### src/hltc_defs.svh
`ifndef HLTC_DEFS_SVH
`define HLTC_DEFS_SVH

// Register indices; the byte address is four times the index.
`define HLTC_IDX_SAMPLE   6'h29
`define HLTC_IDX_CAL      6'h2A
`define HLTC_IDX_STATUS   6'h2B
`define HLTC_IDX_OPEN     6'h2C

// Reset values.
`define HLTC_RST_SAMPLE   8'h0C
`define HLTC_RST_CAL      8'h02
`define HLTC_RST_OPEN     8'h00

// Field positions.
`define HLTC_ZCW_LSB      0
`define HLTC_SMP_LSB      2
`define HLTC_CALT_LSB     0
`define HLTC_SHAPE_BIT    0
`define HLTC_OLCNT_LSB    5
`define HLTC_AUTO_BIT     7

// Codes and counts.
`define HLTC_CAL_TRIG     2'h3
`define HLTC_OL_BASE      3'h3
`define HLTC_MISS_MAX     3'h7

// Times in their own units.
`define HLTC_CLK_MHZ      250
`define HLTC_ZCW_US0      100
`define HLTC_ZCW_US1      200
`define HLTC_ZCW_US2      300
`define HLTC_ZCW_US3      390
`define HLTC_SMP_US0      150
`define HLTC_SMP_US1      200
`define HLTC_SMP_US2      250
`define HLTC_SMP_US3      300
`define HLTC_CAL_MS0      250
`define HLTC_CAL_MS1      500
`define HLTC_CAL_MS2      1000

// Cycle counts derived from the times; all divide exactly at this rate.
`define HLTC_US_CYC(t)    ((t) * `HLTC_CLK_MHZ)
`define HLTC_MS_CYC(t)    ((t) * 1000 * `HLTC_CLK_MHZ)

`endif

### src/hltc_pkg.sv
package hltc_pkg;

  typedef enum logic [1:0] {
    CAL_IDLE = 2'b00,
    CAL_RUN  = 2'b01,
    CAL_MEAS = 2'b10
  } hltc_cal_st_t;

endpackage

### src/hltc_tmr_if.sv
interface hltc_tmr_if #(
  parameter int TW = 28
);
  logic          load;
  logic [TW-1:0] count;
  logic          busy;
  logic          expire;

  modport ctl (output load, output count, input busy, input expire);
  modport tmr (input load, input count, output busy, output expire);
endinterface

### src/hltc_timer.sv
module hltc_timer #(
  parameter int TW = 28
) (
  // Clock and reset
  input wire logic pclk,
  input wire logic presetn,
  // Control side
  hltc_tmr_if.tmr  t
);

  logic [TW-1:0] cnt_reg;
  logic          expire_reg;

  // A load restarts the count; expire pulses count cycles after the load.
  always_ff @(posedge pclk or negedge presetn) begin
    if (!presetn) begin
      cnt_reg <= '0;
    end else if (t.load) begin
      cnt_reg <= t.count;
    end else if (cnt_reg != '0) begin
      cnt_reg <= cnt_reg - 1'b1;
    end
  end

  always_ff @(posedge pclk or negedge presetn) begin
    if (!presetn) begin
      expire_reg <= 1'b0;
    end else begin
      expire_reg <= !t.load && (cnt_reg == {{(TW-1){1'b0}}, 1'b1});
    end
  end

  assign t.busy   = (cnt_reg != '0);
  assign t.expire = expire_reg;

endmodule

### src/hltc_top.sv
`include "hltc_defs.svh"

// What this block does
// RULE1: Window code 0 to 3 picks 100, 200, 300 or 390 us; resets to 0.
// RULE2: Calibration code 0, 1, 2 gives 250, 500, 1000 ms; resets to 2.
// RULE3: Fixed calibration runs long enough to settle at rated drive level.
// RULE4: Code 3 calibrates until an external, enable or software trigger.
// RULE5: Host keeps trigger-ended calibration running at least one second.
// RULE6: After the ending trigger, measurements finish before calibration ends.
// RULE7: Back-EMF sample waits 150, 200, 250 or 300 us; resets to 3.
// RULE8: Enabled fallback forces square open-loop drive after enough misses.
// RULE9: Fallback count code 0 to 3 means 3 to 6 missed attempts.
// RULE10: Open-loop shape bit selects square at 0 and sine at 1.
// RULE11: Reserved bits reset to zero, read back, and steer nothing.
module hltc_top #(
  parameter int unsigned TW       = 28,
  parameter int unsigned ZCW_CYC0 = `HLTC_US_CYC(`HLTC_ZCW_US0),
  parameter int unsigned ZCW_CYC1 = `HLTC_US_CYC(`HLTC_ZCW_US1),
  parameter int unsigned ZCW_CYC2 = `HLTC_US_CYC(`HLTC_ZCW_US2),
  parameter int unsigned ZCW_CYC3 = `HLTC_US_CYC(`HLTC_ZCW_US3),
  parameter int unsigned SMP_CYC0 = `HLTC_US_CYC(`HLTC_SMP_US0),
  parameter int unsigned SMP_CYC1 = `HLTC_US_CYC(`HLTC_SMP_US1),
  parameter int unsigned SMP_CYC2 = `HLTC_US_CYC(`HLTC_SMP_US2),
  parameter int unsigned SMP_CYC3 = `HLTC_US_CYC(`HLTC_SMP_US3),
  parameter int unsigned CAL_CYC0 = `HLTC_MS_CYC(`HLTC_CAL_MS0),
  parameter int unsigned CAL_CYC1 = `HLTC_MS_CYC(`HLTC_CAL_MS1),
  parameter int unsigned CAL_CYC2 = `HLTC_MS_CYC(`HLTC_CAL_MS2)
) (
  // Clock and reset
  input  wire logic          pclk,
  input  wire logic          presetn,
  // APB slave
  input  wire logic          psel,
  input  wire logic          penable,
  input  wire logic          pwrite,
  input  wire logic [7:0]    paddr,
  input  wire logic [31:0]   pwdata,
  output logic      [31:0]   prdata,
  output logic               pready,
  output logic               pslverr,
  // Trigger pins, asynchronous
  input  wire logic          ext_trig_pin,
  input  wire logic          enable_pin,
  // Drive engine requests
  input  wire logic          sw_trig,
  input  wire logic          cal_start,
  input  wire logic          meas_done,
  input  wire logic          drive_active,
  input  wire logic          zc_event,
  input  wire logic          zc_ok,
  input  wire logic          zc_miss,
  // Drive engine results
  output logic               cal_running,
  output logic               cal_measuring,
  output logic               cal_done,
  output logic               adc_sample,
  output logic      [TW-1:0] zc_window_cyc,
  output logic               fallback_active,
  output logic               drive_sine
);

  generate
    if (TW < 2 || TW > 31 ||
        ZCW_CYC0 < 1 || ZCW_CYC3 >= (1 << TW) ||
        SMP_CYC0 < 1 || SMP_CYC3 >= (1 << TW) ||
        CAL_CYC0 < 1 || CAL_CYC2 >= (1 << TW)) begin : g_bad_param
      $error("hltc_top: a cycle count does not fit the timer width");
    end
  endgenerate

  ////////////////////////////////////////////////////////////////////////////
  // Register file
  logic [7:0]  sample_reg;
  logic [7:0]  cal_reg;
  logic [7:0]  open_reg;
  logic [7:0]  status_rd;
  logic [5:0]  idx;
  logic        hit;
  logic        wr_en;
  logic [31:0] prdata_reg;
  logic [31:0] rd_next;
  assign idx   = paddr[7:2];
  assign hit   = (idx == `HLTC_IDX_SAMPLE) || (idx == `HLTC_IDX_CAL) ||
                 (idx == `HLTC_IDX_STATUS) || (idx == `HLTC_IDX_OPEN);
  assign wr_en = psel && penable && pwrite && hit;
  // Reserved bits are stored and read back only.
  always_ff @(posedge pclk or negedge presetn) begin
    if (!presetn) begin
      sample_reg <= `HLTC_RST_SAMPLE; // see RULE1 see RULE7 see RULE11
      cal_reg    <= `HLTC_RST_CAL;    // see RULE2 see RULE11
      open_reg   <= `HLTC_RST_OPEN;   // see RULE11
    end else if (wr_en) begin
      case (idx)
        `HLTC_IDX_SAMPLE: sample_reg <= pwdata[7:0];
        `HLTC_IDX_CAL:    cal_reg    <= pwdata[7:0];
        `HLTC_IDX_OPEN:   open_reg   <= pwdata[7:0];
        default:          sample_reg <= sample_reg;
      endcase
    end
  end

  always_comb begin
    rd_next = 32'h0000_0000;
    case (idx)
      `HLTC_IDX_SAMPLE: rd_next[7:0] = sample_reg;
      `HLTC_IDX_CAL:    rd_next[7:0] = cal_reg;
      `HLTC_IDX_STATUS: rd_next[7:0] = status_rd;
      `HLTC_IDX_OPEN:   rd_next[7:0] = open_reg;
      default:          rd_next      = 32'h0000_0000;
    endcase
  end

  // Read data is captured in the setup cycle so the answer needs no wait.
  always_ff @(posedge pclk or negedge presetn) begin
    if (!presetn) begin
      prdata_reg <= 32'h0000_0000;
    end else if (psel && !penable && !pwrite) begin
      prdata_reg <= rd_next;
    end
  end

  assign prdata  = prdata_reg;
  assign pready  = 1'b1;
  assign pslverr = psel && penable && !hit;

  ////////////////////////////////////////////////////////////////////////////
  // Trigger pin synchronisers
  logic [1:0] pin_s1_reg;
  logic [1:0] pin_s2_reg;
  logic [1:0] pin_s3_reg;
  logic       any_trig;

  always_ff @(posedge pclk or negedge presetn) begin
    if (!presetn) begin
      pin_s1_reg <= 2'h0;
      pin_s2_reg <= 2'h0;
      pin_s3_reg <= 2'h0;
    end else begin
      pin_s1_reg <= {enable_pin, ext_trig_pin};
      pin_s2_reg <= pin_s1_reg;
      pin_s3_reg <= pin_s2_reg;
    end
  end

  assign any_trig = sw_trig || ((pin_s2_reg & ~pin_s3_reg) != 2'h0);

  ////////////////////////////////////////////////////////////////////////////
  // Calibration sequencer
  hltc_tmr_if #(.TW(TW)) cal_t ();
  hltc_timer #(.TW(TW)) u_cal_timer (
    .pclk    (pclk),
    .presetn (presetn),
    .t       (cal_t)
  );

  hltc_pkg::hltc_cal_st_t cal_st_reg;
  logic                   trig_mode_reg;
  logic                   cal_done_reg;
  logic [1:0]             cal_code;
  assign cal_code = cal_reg[`HLTC_CALT_LSB +: 2];
  always_comb begin
    case (cal_code)
      2'h0:    cal_t.count = TW'(CAL_CYC0); // see RULE2
      2'h1:    cal_t.count = TW'(CAL_CYC1); // see RULE2
      default: cal_t.count = TW'(CAL_CYC2); // see RULE2
    endcase
  end

  assign cal_t.load = (cal_st_reg == hltc_pkg::CAL_IDLE) && cal_start &&
                      (cal_code != `HLTC_CAL_TRIG);

  always_ff @(posedge pclk or negedge presetn) begin
    if (!presetn) begin
      cal_st_reg    <= hltc_pkg::CAL_IDLE;
      trig_mode_reg <= 1'b0;
    end else begin
      case (cal_st_reg)
        hltc_pkg::CAL_IDLE: begin
          if (cal_start) begin
            cal_st_reg    <= hltc_pkg::CAL_RUN;
            trig_mode_reg <= (cal_code == `HLTC_CAL_TRIG); // see RULE4
          end
        end
        hltc_pkg::CAL_RUN: begin
          // Trigger mode ends only on a trigger; the host owns its length.
          if (trig_mode_reg ? any_trig : cal_t.expire) begin // see RULE4
            cal_st_reg <= hltc_pkg::CAL_MEAS; // see RULE6
          end
        end
        hltc_pkg::CAL_MEAS: begin
          if (meas_done) begin // see RULE6
            cal_st_reg <= hltc_pkg::CAL_IDLE;
          end
        end
        default: cal_st_reg <= hltc_pkg::CAL_IDLE;
      endcase
    end
  end

  always_ff @(posedge pclk or negedge presetn) begin
    if (!presetn) begin
      cal_done_reg <= 1'b0;
    end else begin
      cal_done_reg <= (cal_st_reg == hltc_pkg::CAL_MEAS) && meas_done;
    end
  end

  // The engine drives at the rated level for the whole run phase.
  assign cal_running   = (cal_st_reg == hltc_pkg::CAL_RUN); // see RULE3
  assign cal_measuring = (cal_st_reg == hltc_pkg::CAL_MEAS);
  assign cal_done      = cal_done_reg;

  ////////////////////////////////////////////////////////////////////////////
  // Crossing window and back-EMF sample delay
  hltc_tmr_if #(.TW(TW)) smp_t ();
  hltc_timer #(.TW(TW)) u_smp_timer (
    .pclk    (pclk),
    .presetn (presetn),
    .t       (smp_t)
  );
  logic [TW-1:0] zcw_reg;
  always_comb begin
    case (sample_reg[`HLTC_SMP_LSB +: 2])
      2'h0:    smp_t.count = TW'(SMP_CYC0); // see RULE7
      2'h1:    smp_t.count = TW'(SMP_CYC1); // see RULE7
      2'h2:    smp_t.count = TW'(SMP_CYC2); // see RULE7
      default: smp_t.count = TW'(SMP_CYC3); // see RULE7
    endcase
  end
  assign smp_t.load = zc_event;
  assign adc_sample = smp_t.expire; // see RULE7
  always_ff @(posedge pclk or negedge presetn) begin
    if (!presetn) begin
      zcw_reg <= TW'(ZCW_CYC0); // see RULE1
    end else begin
      case (sample_reg[`HLTC_ZCW_LSB +: 2])
        2'h0:    zcw_reg <= TW'(ZCW_CYC0); // see RULE1
        2'h1:    zcw_reg <= TW'(ZCW_CYC1); // see RULE1
        2'h2:    zcw_reg <= TW'(ZCW_CYC2); // see RULE1
        default: zcw_reg <= TW'(ZCW_CYC3); // see RULE1
      endcase
    end
  end

  assign zc_window_cyc = zcw_reg;

  ////////////////////////////////////////////////////////////////////////////
  // Open-loop fallback and drive shape
  logic [2:0] miss_reg;
  logic [2:0] miss_limit;
  logic       fallback_reg;
  logic       sine_reg;

  assign miss_limit = `HLTC_OL_BASE +
                      {1'b0, open_reg[`HLTC_OLCNT_LSB +: 2]}; // see RULE9

  // A miss in the same cycle as a good crossing counts as a miss.
  always_ff @(posedge pclk or negedge presetn) begin
    if (!presetn) begin
      miss_reg <= 3'h0;
    end else if (!drive_active) begin
      miss_reg <= 3'h0;
    end else if (zc_miss) begin
      if (miss_reg != `HLTC_MISS_MAX) begin
        miss_reg <= miss_reg + 3'h1;
      end
    end else if (zc_ok) begin
      miss_reg <= 3'h0;
    end
  end

  // Fallback holds until the drive stops.
  always_ff @(posedge pclk or negedge presetn) begin
    if (!presetn) begin
      fallback_reg <= 1'b0;
    end else if (!drive_active) begin
      fallback_reg <= 1'b0;
    end else if (open_reg[`HLTC_AUTO_BIT] && zc_miss &&
                 (miss_reg >= miss_limit - 3'h1)) begin // see RULE8
      fallback_reg <= 1'b1;
    end
  end

  always_ff @(posedge pclk or negedge presetn) begin
    if (!presetn) begin
      sine_reg <= 1'b0;
    end else begin
      // Fallback drives square from the cycle after it sets, whatever the shape bit says.
      sine_reg <= open_reg[`HLTC_SHAPE_BIT] && !fallback_reg; // see RULE10
    end
  end

  assign fallback_active = fallback_reg;
  assign drive_sine      = sine_reg;

  assign status_rd = {2'h0, miss_reg, fallback_reg, cal_measuring, cal_running};

endmodule

### config.mk
export PLATFORM = sky130hd
export DESIGN_NAME = hltc_top
export DESIGN_NICKNAME = d
export VERILOG_FILES = /design/src/hltc_pkg.sv /design/src/hltc_tmr_if.sv /design/src/hltc_timer.sv /design/src/hltc_top.sv
export VERILOG_INCLUDE_DIRS = /design/src /design/src/src
export SDC_FILE = /design/constraint.sdc
export NUM_CORES = 1
export LEC_CHECK = 0
export BUFFER_PORTS_ARGS = -buffer_cell sky130_fd_sc_hd__buf_2
export CAP_MARGIN = 20
export CORE_MARGIN = 3
export CORE_UTILIZATION = 45
export CTS_CLUSTER_DIAMETER = 40
export CTS_CLUSTER_SIZE = 14
export DETAILED_ROUTE_END_ITERATION = 12
export GPL_TIMING_DRIVEN = 0
export PLACE_DENSITY = 0.67
export SLEW_MARGIN = 15
export SYNTH_ARGS = -nofsm -noshare
export SYNTH_HDL_FRONTEND = slang
export SYNTH_SLANG_ARGS = --single-unit
### constraint.sdc
create_clock -name pclk -period 6 [get_ports pclk]
set_clock_uncertainty 0.05 [all_clocks]
set_input_delay 0.6 -clock pclk [delete_from_list [all_inputs] [get_ports pclk]]
set_output_delay 0.6 -clock pclk [all_outputs]
set_load 0.02 [all_outputs]
### Word level (Yosys, flattened, before mapping)

Index checks and enable logic that the tools add are counted.
W data, S select, Z words.

| operators by class | value |
|---|---|
| add/subtract/negate cells | 5 |
| $lt $le $gt $ge | 1 |
| eq/ne operators | 22 |
| mux-type cells | 19 |
| bitwise operators | 2 |
| reduce and logical (&&, ||, !) cells | 39 |

Operators with widths:

| kind | count |
|---|---|
| $mux W28 | 4 |
| $pmux W17 S3 | 2 |
| $eq A28 B1 Y1 const B | 2 |
| $pmux W28 S2 | 1 |
| $reduce_bool A28 Y1 | 2 |
| $sub A28 B1 Y28 const B | 2 |
| $pmux W8 S4 | 1 |
| $eq A6 B6 Y1 const B | 4 |
| $logic_and A1 B1 Y1 | 14 |
| $mux W3 | 4 |
| $reduce_and A2 Y1 | 5 |
| $eq A2 B1 Y1 const B | 4 |
| $eq A2 B2 Y1 const B | 4 |
| $logic_not A2 Y1 | 4 |
| $logic_not A1 Y1 | 6 |
| $mux W2 | 3 |
| $ne A2 B2 Y1 const B | 3 |
| $pmux W2 S3 | 1 |
| $reduce_bool A2 Y1 | 3 |
| $logic_or A1 B1 Y1 | 4 |
| $ne A2 B1 Y1 const B | 2 |
| $add A2 B2 Y3 const A | 1 |
| $add A3 B1 Y3 const B | 1 |
| $ge A3 B3 Y1 | 1 |
| 8 further kinds | 10 |

| word-level totals | value |
|---|---|
| register bits after elaboration | 133 |
| input bits | 54 |
| logic and storage cells | 106 |

### Depth between registers and ports, before layout

Gate-level depths: netlist of run 1.

| logic depth | value |
|---|---|
| depth after elaboration | 7 |
| gate-level depth with buffers | 8 |

### Modules after synthesis

A second synthesis of run 1 with hierarchy kept.

| unflattened totals | value |
|---|---|
| cells, all modules | 613 |
| area, all modules | 6,307.3 um^2 |

Modules (own cells, without submodules):

| module | instances | cells an instance | area an instance (um^2) | sequential area each (um^2) |
|---|---|---|---|---|
| hltc_timer | 2 | 173 | 1,696.6 | 725.7 |
| hltc_top | 1 | 267 | 2,914.0 | 1,385.1 |

### Least setup slack after synthesis of run 1

OpenSTA, ideal clock, no wires.

| path | value |
|---|---|
| path type | reg2reg |
| start | reg u_smp_timer.cnt_reg[0] |
| end | reg u_smp_timer.cnt_reg[20] |
| data arrival time | 2.250 ns |
| data required time | 5.825 ns |
| path slack | 3.575 ns |
| cell stages (with the launch flop) | 7 |
| path buffers | 0 |
| clock period less this slack | 2.425 ns |
| cell sequence | dfrtp_1 -> inv_1 -> ha_1 -> or4b_2 -> or3_1 -> nor4_1 -> mux2_2 |

| on the way | value |
|---|---|
| cells in the longest elaborated chain, start to end | 3 |

RTL lines:

| item | line | text |
|---|---|---|
| from (decl) | hltc_timer.sv:11 | `logic [TW-1:0] cnt_reg;` |
| from (signal assigned) | hltc_timer.sv:19 | `cnt_reg <= t.count;` |
| from (signal assigned) | hltc_timer.sv:21 | `cnt_reg <= cnt_reg - 1'b1;` |
| $sub A28 B1 Y28 | hltc_timer.sv:21 |  |
| $mux W28 | hltc_timer.sv:20 | `end else if (cnt_reg != '0) begin` |
| $mux W28 | hltc_timer.sv:18 | `end else if (t.load) begin` |

Parallel ways exist; a longest one is shown, timed or not. The select of a mux whose other input is x is not followed.
A chain may end at the register's enable or synchronous reset.

### Final worst setup path of run 1

| path | value |
|---|---|
| start | in paddr[6] |
| end | reg cal_reg[3] |

| on the way | value |
|---|---|
| cells in the longest elaborated chain, start to end | 6 |

RTL lines:

| item | line | text |
|---|---|---|
| from (decl) | hltc_top.sv:36 | `input wire logic [7:0] paddr,` |
| $eq A6 B6 Y1 (on tied branches) | -- |  |
| $logic_or A1 B1 Y1 (3 in a row) | hltc_top.sv:83 | `` assign hit = (idx == `HLTC_IDX_SAMPLE) \|\| (idx == `HLTC_IDX_CAL) \|\| `` |
| $logic_and A1 B1 Y1 | hltc_top.sv:85 | `assign wr_en = psel && penable && pwrite && hit;` |
| $reduce_and A2 Y1 (no source line) (*) | -- |  |
| to (signal assigned) | hltc_top.sv:90 | `` cal_reg <= `HLTC_RST_CAL; `` |
| to (signal assigned) | hltc_top.sv:95 | `` `HLTC_IDX_CAL: cal_reg <= pwdata[7:0]; `` |
| to (decl) | hltc_top.sv:74 | `logic [7:0] cal_reg;` |

Every way passes the cells marked *; elsewhere a longest branch is shown, timed or not.

==> run_results.csv, run 1 <==
group,metric,value,unit
synthesis,avgSynthCellArea,10.2,um^2
global_routing,met3_usage,4.35,%
detailed_routing,drcViolationCount,0,
setup_path,path_cells,"buf_2, nand3b_1, nor3b_1, nor2b_1, nand3_1, mux2_2",
global_routing,grt_use_met2,31.0,%
detailed_routing,antenna_left,0,
clock_tree,htreeDepth,4,
detailed_routing,drt_iter0_drc,182,
sta,post-route-period-util,47.3,%
clock_tree,cts.sinks,113,
final_layout,n_fill_cell,1178,
sta,finalSetupViolations,0,
clock_tree,cts_buffer_depth,2,
hold_path,hold_class,"in -> async",
synthesis,yosys.area.top_type_share,43.1,%
synthesis,yosys.area.top_type,"dfrtp_1",
synthesis,syn_inst,605,
clock_tree,cts_resized,0,
detailed_routing,vias_per_cell,5.31,
synthesis,ys_types,63,
detailed_routing,vias,4802,
setup_path,criticalPathCategory,"in -> reg",
global_routing,antenna_found_initial,0,
synthesis,yosysMostFrequentCell,"dfrtp_1",
setup_path,reg2reg_from,"u_smp_timer.cnt_reg[0]",
global_routing,grt_pass1_vias,4737,
power,ir_drop,0.195,mV
global_routing,grt_pass1_wl,23.2,mm
die,fp.dieArea,15100,um^2
power,p_per_area,356,nW/um^2
setup_path,worstPathArrival,3.09,ns
setup_path,cp_top_family,"simple AND/OR/NAND/NOR gates",
detailed_routing,routed_wl,13.8,mm
global_routing,grt_use_met1,26.1,%
power,leakage,3.44,nW
synthesis,synth-edff-count,0,
setup_path,crit_required,6.25,ns
synthesis,ys.flop_type,"dfrtp_1",
setup_path,startpoint_type,"input port",
clock_tree,cts_root_buf,"clkbuf_16",
clock_tree,cts_tree,"built",
final_layout,antennaDiodeCount,0,
final_layout,nets,787,
setup_path,endpoint_kind,"flip-flop",
sta,fin_hold_ws,0.0527,ns
setup_path,critical_path.max_stage_delay,0.89,ns
placed_design,port_buffers,55,
sta,max_slew_margin,29.6,%
placed_design,place.gp.congestion,0.860,
sta,finalCriticalPeriod,2.84,ns
sta,worst_pin_slew,1.05,ns
sta,hold_violations,0,
synthesis,synth-seq-cells,113,
die,design.core.area,13300,um^2
synthesis,seq_area_frac_synth,46.1,%
sta,tns,0,ns
setup_path,critical_path_buf_inv_count,1,
synthesis,yosysWarnings,0,
die,start_util,46.3,%
setup_path,startpoint,"paddr[6]",
global_routing,grt_max_degree,68,
global_routing,overflow,0,
synthesis,synthTopCellsByCount,"dfrtp_1, nor2_1, buf_4, mux2_2, nand2_1",
run,cap_viol_max_count,0,
synthesis,syn_area,6160,um^2
die,ioPinCount,122,
clock_tree,cts_buffers,17,
clock_tree,holdBufCountCts,0,
die,rows,42,
final_layout,drive_above_1_share,26.7,%
setup_path,cp_max_fo,8,
die,die_w,123,um
detailed_routing,dr.pass1.iters,4,
placed_design,dpl.hpwl,9.90,mm
detailed_routing,wl_per_cell,15.2,um
run_status,status,"finished, final reports clean",
synthesis,synthTopCellsByArea,"dfrtp_1, mux2_2, buf_4",
clock_tree,cts_setup_buffers,0,
setup_path,crit_slowest_cell,"nor3b_1",
global_routing,busiest_layer,"met2",
sta,rsz0062_at_grt,"false",
clock_tree,clk_latency,0.42,ns
final_layout,syn_to_final_growth,20.8,%
global_routing,track_usage,19.5,%
synthesis,ys_async_sr_fraction,100,%
sta,maxSlewViolCount,0,
clock_tree,clkSlewWorstSetupHoldPaths,0.06,ns
sta,fmax,353,MHz
die,die_h,123,um
==> cells by family after synthesis <==
| kind of cell | count (synthesis) | synth area share [%] |
|---|---|---|
| fa+ha+maj | 17 | 3.46 |
| compound gates | 102 | 10.8 |
| simple gates | 218 | 20.2 |
| mux | 35 | 6.32 |
| flops | 113 | 46.1 |
| buf+inv | 81 | 7.83 |
| other cells | 2 | 0.122 |
| xor+xnor | 37 | 5.26 |
==> area by class of cell <==
type,count,area [um^2],area share [%]
multi-input combinational,447,2980,40.1
sequential,113,2840,38.2
clock buffer,18,439,5.91
buffer,62,410,5.52
timing repair buffer,56,309,4.16
tap,176,220,2.96
clock inverter,14,168,2.26
inverter,19,71.3,0.959
==> power by group <==
part | switching (mW) | total, mW | internal [mW]
combinational | 0.356 | 0.604 | 0.248
sequential | 0.138 | 1.02 | 0.881
clock | 0.391 | 1.03 | 0.636
==> routing by layer <==
layer  up-vias  share of wire (%)
li1       2325                  -
met1      2321                 45
met2       139                 48
met3        17                6.0
met4         0                1.3
met5         -                  0
==> placed cells by master (no fill, tap or decap), types with 4 or more instances in the layout <==
cell type and n:
o31ai_1 5, a211oi_1 4, nor3_1 25, buf_2 55
ha_1 17, mux2_2 31, clkbuf_16 17, nand2b_1 5
or2_2 5, o21a_1 6, inv_6 7, nor4_1 21
or4_1 8, nand3b_1 9, xnor2_1 15, nand3_1 6
clkbuf_1 14, a221o_1 6, or3_1 12, mux2i_1 4
nand2_1 28, xor2_1 22, dfstp_2 7, clkinv_4 4
o211ai_1 7, dfrtp_1 106, conb_1 38, nor2_1 56
inv_1 19, o21ai_0 19, nor2b_1 10, nand4_1 7
o21ai_1 11, buf_4 45, a21oi_1 24
==> final timing paths <==
kind	to	slack, ns	depth (start not counted)
max	cal_reg[3]	3.16	6
min	u_cal_timer.cnt_reg[22]	0.05	1
max reg2reg	u_smp_timer.cnt_reg[18]	3.27	7
min reg2reg	pin_s2_reg[0]	0.30	0
max in group asynchronous	sample_reg[2]	5.14	2
min in group pclk	pin_s1_reg[0]	0.24	1
==> per-stage QoR <==
stage | utilization [%] | total power, mW | instances | cell area, um^2 | setup slack [ns]
after floorplan | - | 1.45 | 641 | 6290 | 3.58
after global placement | 51.0 | 1.60 | 872 | 6790 | 2.91
after detailed placement | 51.3 | 1.63 | 873 | 6820 | 2.84
after CTS | 55.9 | 2.66 | 905 | 7430 | 3.25
after global routing | 55.9 | 2.80 | 905 | 7430 | 3.06
final | 55.9 | 2.65 | 905 | 7430 | 3.16
No activity file was read; power rests on OpenSTA's default activity.
==> inputs of run 2 (changes only) <==
- ABC_AREA: default -> 1
- PLACE_DENSITY: 0.67 -> 0.69
- clock period: 6 -> 2.44 ns (I/O delays scaled with it)
==> run_results.csv, run 2 <==
group,metric,value,unit
placed_design,dp_cells,1137,
die,rows,43,
synthesis,synth-seq-cells,113,
final_layout,fin_cells,1172,
power,switching_share,29.8,%
clock_tree,clkSlewWorstSetupHoldPaths,0.06,ns
setup_path,crit_required,2.15,ns
synthesis,ys_async_sr_fraction,100,%
setup_path,worstPathArrival,1.54,ns
die,die_w,128,um
synthesis,yosys.area.top_type,"dfrtp_1",
sta,post-route-period-util,75.0,%
final_layout,syn_to_final_growth,20.8,%
die,ioPinCount,122,
final_layout,nets,1050,
synthesis,yosysMostFrequentCell,"nand2_1",
synthesis,yosys.area.top_type_share,39.9,%
placed_design,place.gp.congestion,0.951,
detailed_routing,dr.pass1.iters,5,
sta,tns,0,ns
global_routing,grt_pass1_wl,26.4,mm
power,clockPowerShare,42.8,%
detailed_routing,vias,5723,
die,die_h,128,um
setup_path,criticalPathCategory,"in -> out",
global_routing,grt_pass1_vias,5505,
clock_tree,htreeDepth,4,
detailed_routing,drcViolationCount,0,
synthesis,ys_types,43,
power,p_sw,1.96,mW
synthesis,synth_compound_area_share,8.86,%
final_layout,antennaDiodeCount,0,
global_routing,overflow,0,
setup_path,startpoint_type,"input port",
placed_design,place_ws,0.631,ns
synthesis,synthTopCellsByArea,"dfrtp_1, nand2_1, nor2_1",
synthesis,seq_area_frac_synth,42.6,%
clock_tree,cts_buffer_depth,2,
detailed_routing,drt_iter0_drc,445,
clock_tree,cts_buffers,17,
synthesis,ys.flop_type,"dfrtp_1",
detailed_routing,routed_wl,15.8,mm
placed_design,dpl.hpwl,11.8,mm
final_layout,final_cell_mix,"nand2_1, nor2_1, dfrtp_1, inv_1, buf_2",
clock_tree,cts_tree,"built",
sta,max_slew_margin,50.9,%
sta,finalCriticalPeriod,1.83,ns
synthesis,synthMuxAreaShare,0,%
setup_path,endpoint_kind,"output port",
synthesis,synthTopCellsByCount,"nand2_1, dfrtp_1, nor2_1, inv_1, buf_4",
clock_tree,clk_latency,0.41,ns
clock_tree,cts.sinks,113,
run,cap_viol_max_count,0,
die,design.core.area,14100,um^2
sta,worst_pin_slew,0.729,ns
die,fp.dieArea,16300,um^2
synthesis,synthSimpleGateAreaFrac,31.3,%
synthesis,synthXorXnorAreaFrac,2.24,%
sta,finalSetupViolations,0,
placed_design,port_buffers,57,
run_status,status,"finished, final reports clean",
synthesis,yosysWarnings,0,
final_layout,drive_above_1_share,21.8,%
synthesis,avgSynthCellArea,7.71,um^2
power,p_per_area,820,nW/um^2
power,leakage,4.12,nW
global_routing,track_usage,20.3,%
synthesis,synth_top_family_by_area,"simple AND/OR/NAND/NOR gates",
power,combPwrFrac,19.5,%
detailed_routing,vias_per_cell,4.88,
global_routing,grt_max_degree,83,
sta,hold_violations,0,
die,start_util,47.0,%
power,ir_drop,0.550,mV
sta,setup_slack,0.611,ns
final_layout,final_common_cell,"nand2_1",
final_layout,finalInstanceArea,8030,um^2
global_routing,antenna_found_initial,0,
sta,maxSlewViolCount,0,
sta,fmax,547,MHz
setup_path,cp_max_fo,10,
synthesis,synth_fa_ha_area_share,3.20,%
synthesis,synth-edff-count,0,
power,p_seq_share,37.6,%
placed_design,place_area,7330,um^2
clock_tree,cts_root_buf,"clkbuf_16",
sta,rsz0062_at_grt,"false",
hold_path,hold_class,"in -> reg",
synthesis,syn_area,6650,um^2
detailed_routing,wl_per_cell,13.5,um
synthesis,syn_inst,863,
power,p_int,4.63,mW
detailed_routing,antenna_left,0,
## run 2: final cells by class
type                    instances  area, um^2
plain buffers                  56         413
clock buffers                  22         464
clock inverters                10         208
fillers                      1342        6120
inverters                      96         364
multi-input cells             634        3170
flip-flops and latches        113        2840
well taps                     180         225
repair buffers                 61         349
## run 2: worst paths after layout
path	slack, ns	cells after the start	end	from
worst max-delay path	0.61	8	pslverr	paddr[4]
worst min-delay path	0.03	3	fallback_active	drive_active
worst max register to register	0.63	8	u_cal_timer.cnt_reg[24]	u_cal_timer.cnt_reg[1]
worst min register to register	0.30	0	pin_s2_reg[1]	pin_s1_reg[1]
max in group asynchronous	1.38	3	zc_window_cyc[14]	presetn
min in group asynchronous	0.23	2	u_smp_timer.t.expire	presetn
## run 2: cell families after synthesis
family	count (synthesis)
AO/OA/AOI/OAI	109
AND/OR/NAND/NOR	453
adder cells (fa/ha/maj)	17
flip-flops	113
XOR/XNOR	17
buffers and inverters	152
other	2
## run 2: what timing repair did
item                                   in CTS  in global routing
hold buffers                                3                  0
resized for setup                           0                  0
endpoints found under the hold margin      33                  0
setup buffers                               0                  0
## run 2: layer usage
metal | routed length (um) | vias up | global-route usage [%]
li1 | - | 2910 | -
met1 | 7450 | 2627 | 27.3
met2 | 7230 | 158 | 32.1
met3 | 845 | 28 | 4.81
met4 | 309 | 0 | 7.55
met5 | 0 | - | 0
## run 2: stage by stage
step                      util, %  total power [mW]  hold WS (ns)
after CTS                    56.8              6.61        0.0139
after global placement       51.6              3.72         0.283
final                        56.8              6.59        0.0277
after floorplan                 -              3.39        -0.102
after global routing         56.8              6.96        0.0243
after detailed placement     51.8              3.76         0.102
## run 2: worst max-delay path, stage by stage
cell and delay [ns]:
buf_2 0.11, inv_1 0.05, nand2_1 0.12, nor3_2 0.56
nor2_2 0.10, nand2_4 0.16, nor2_1 0.05, buf_2 0.15
## run 2: power by group through the flow
stage	logic, mW	registers, mW	clock network (mW)
after floorplan	0.981	2.41	0
after global placement	1.24	2.49	0
after detailed placement	1.28	2.49	0
after CTS	1.29	2.46	2.86
after global routing	1.49	2.51	2.96
final	1.29	2.48	2.82
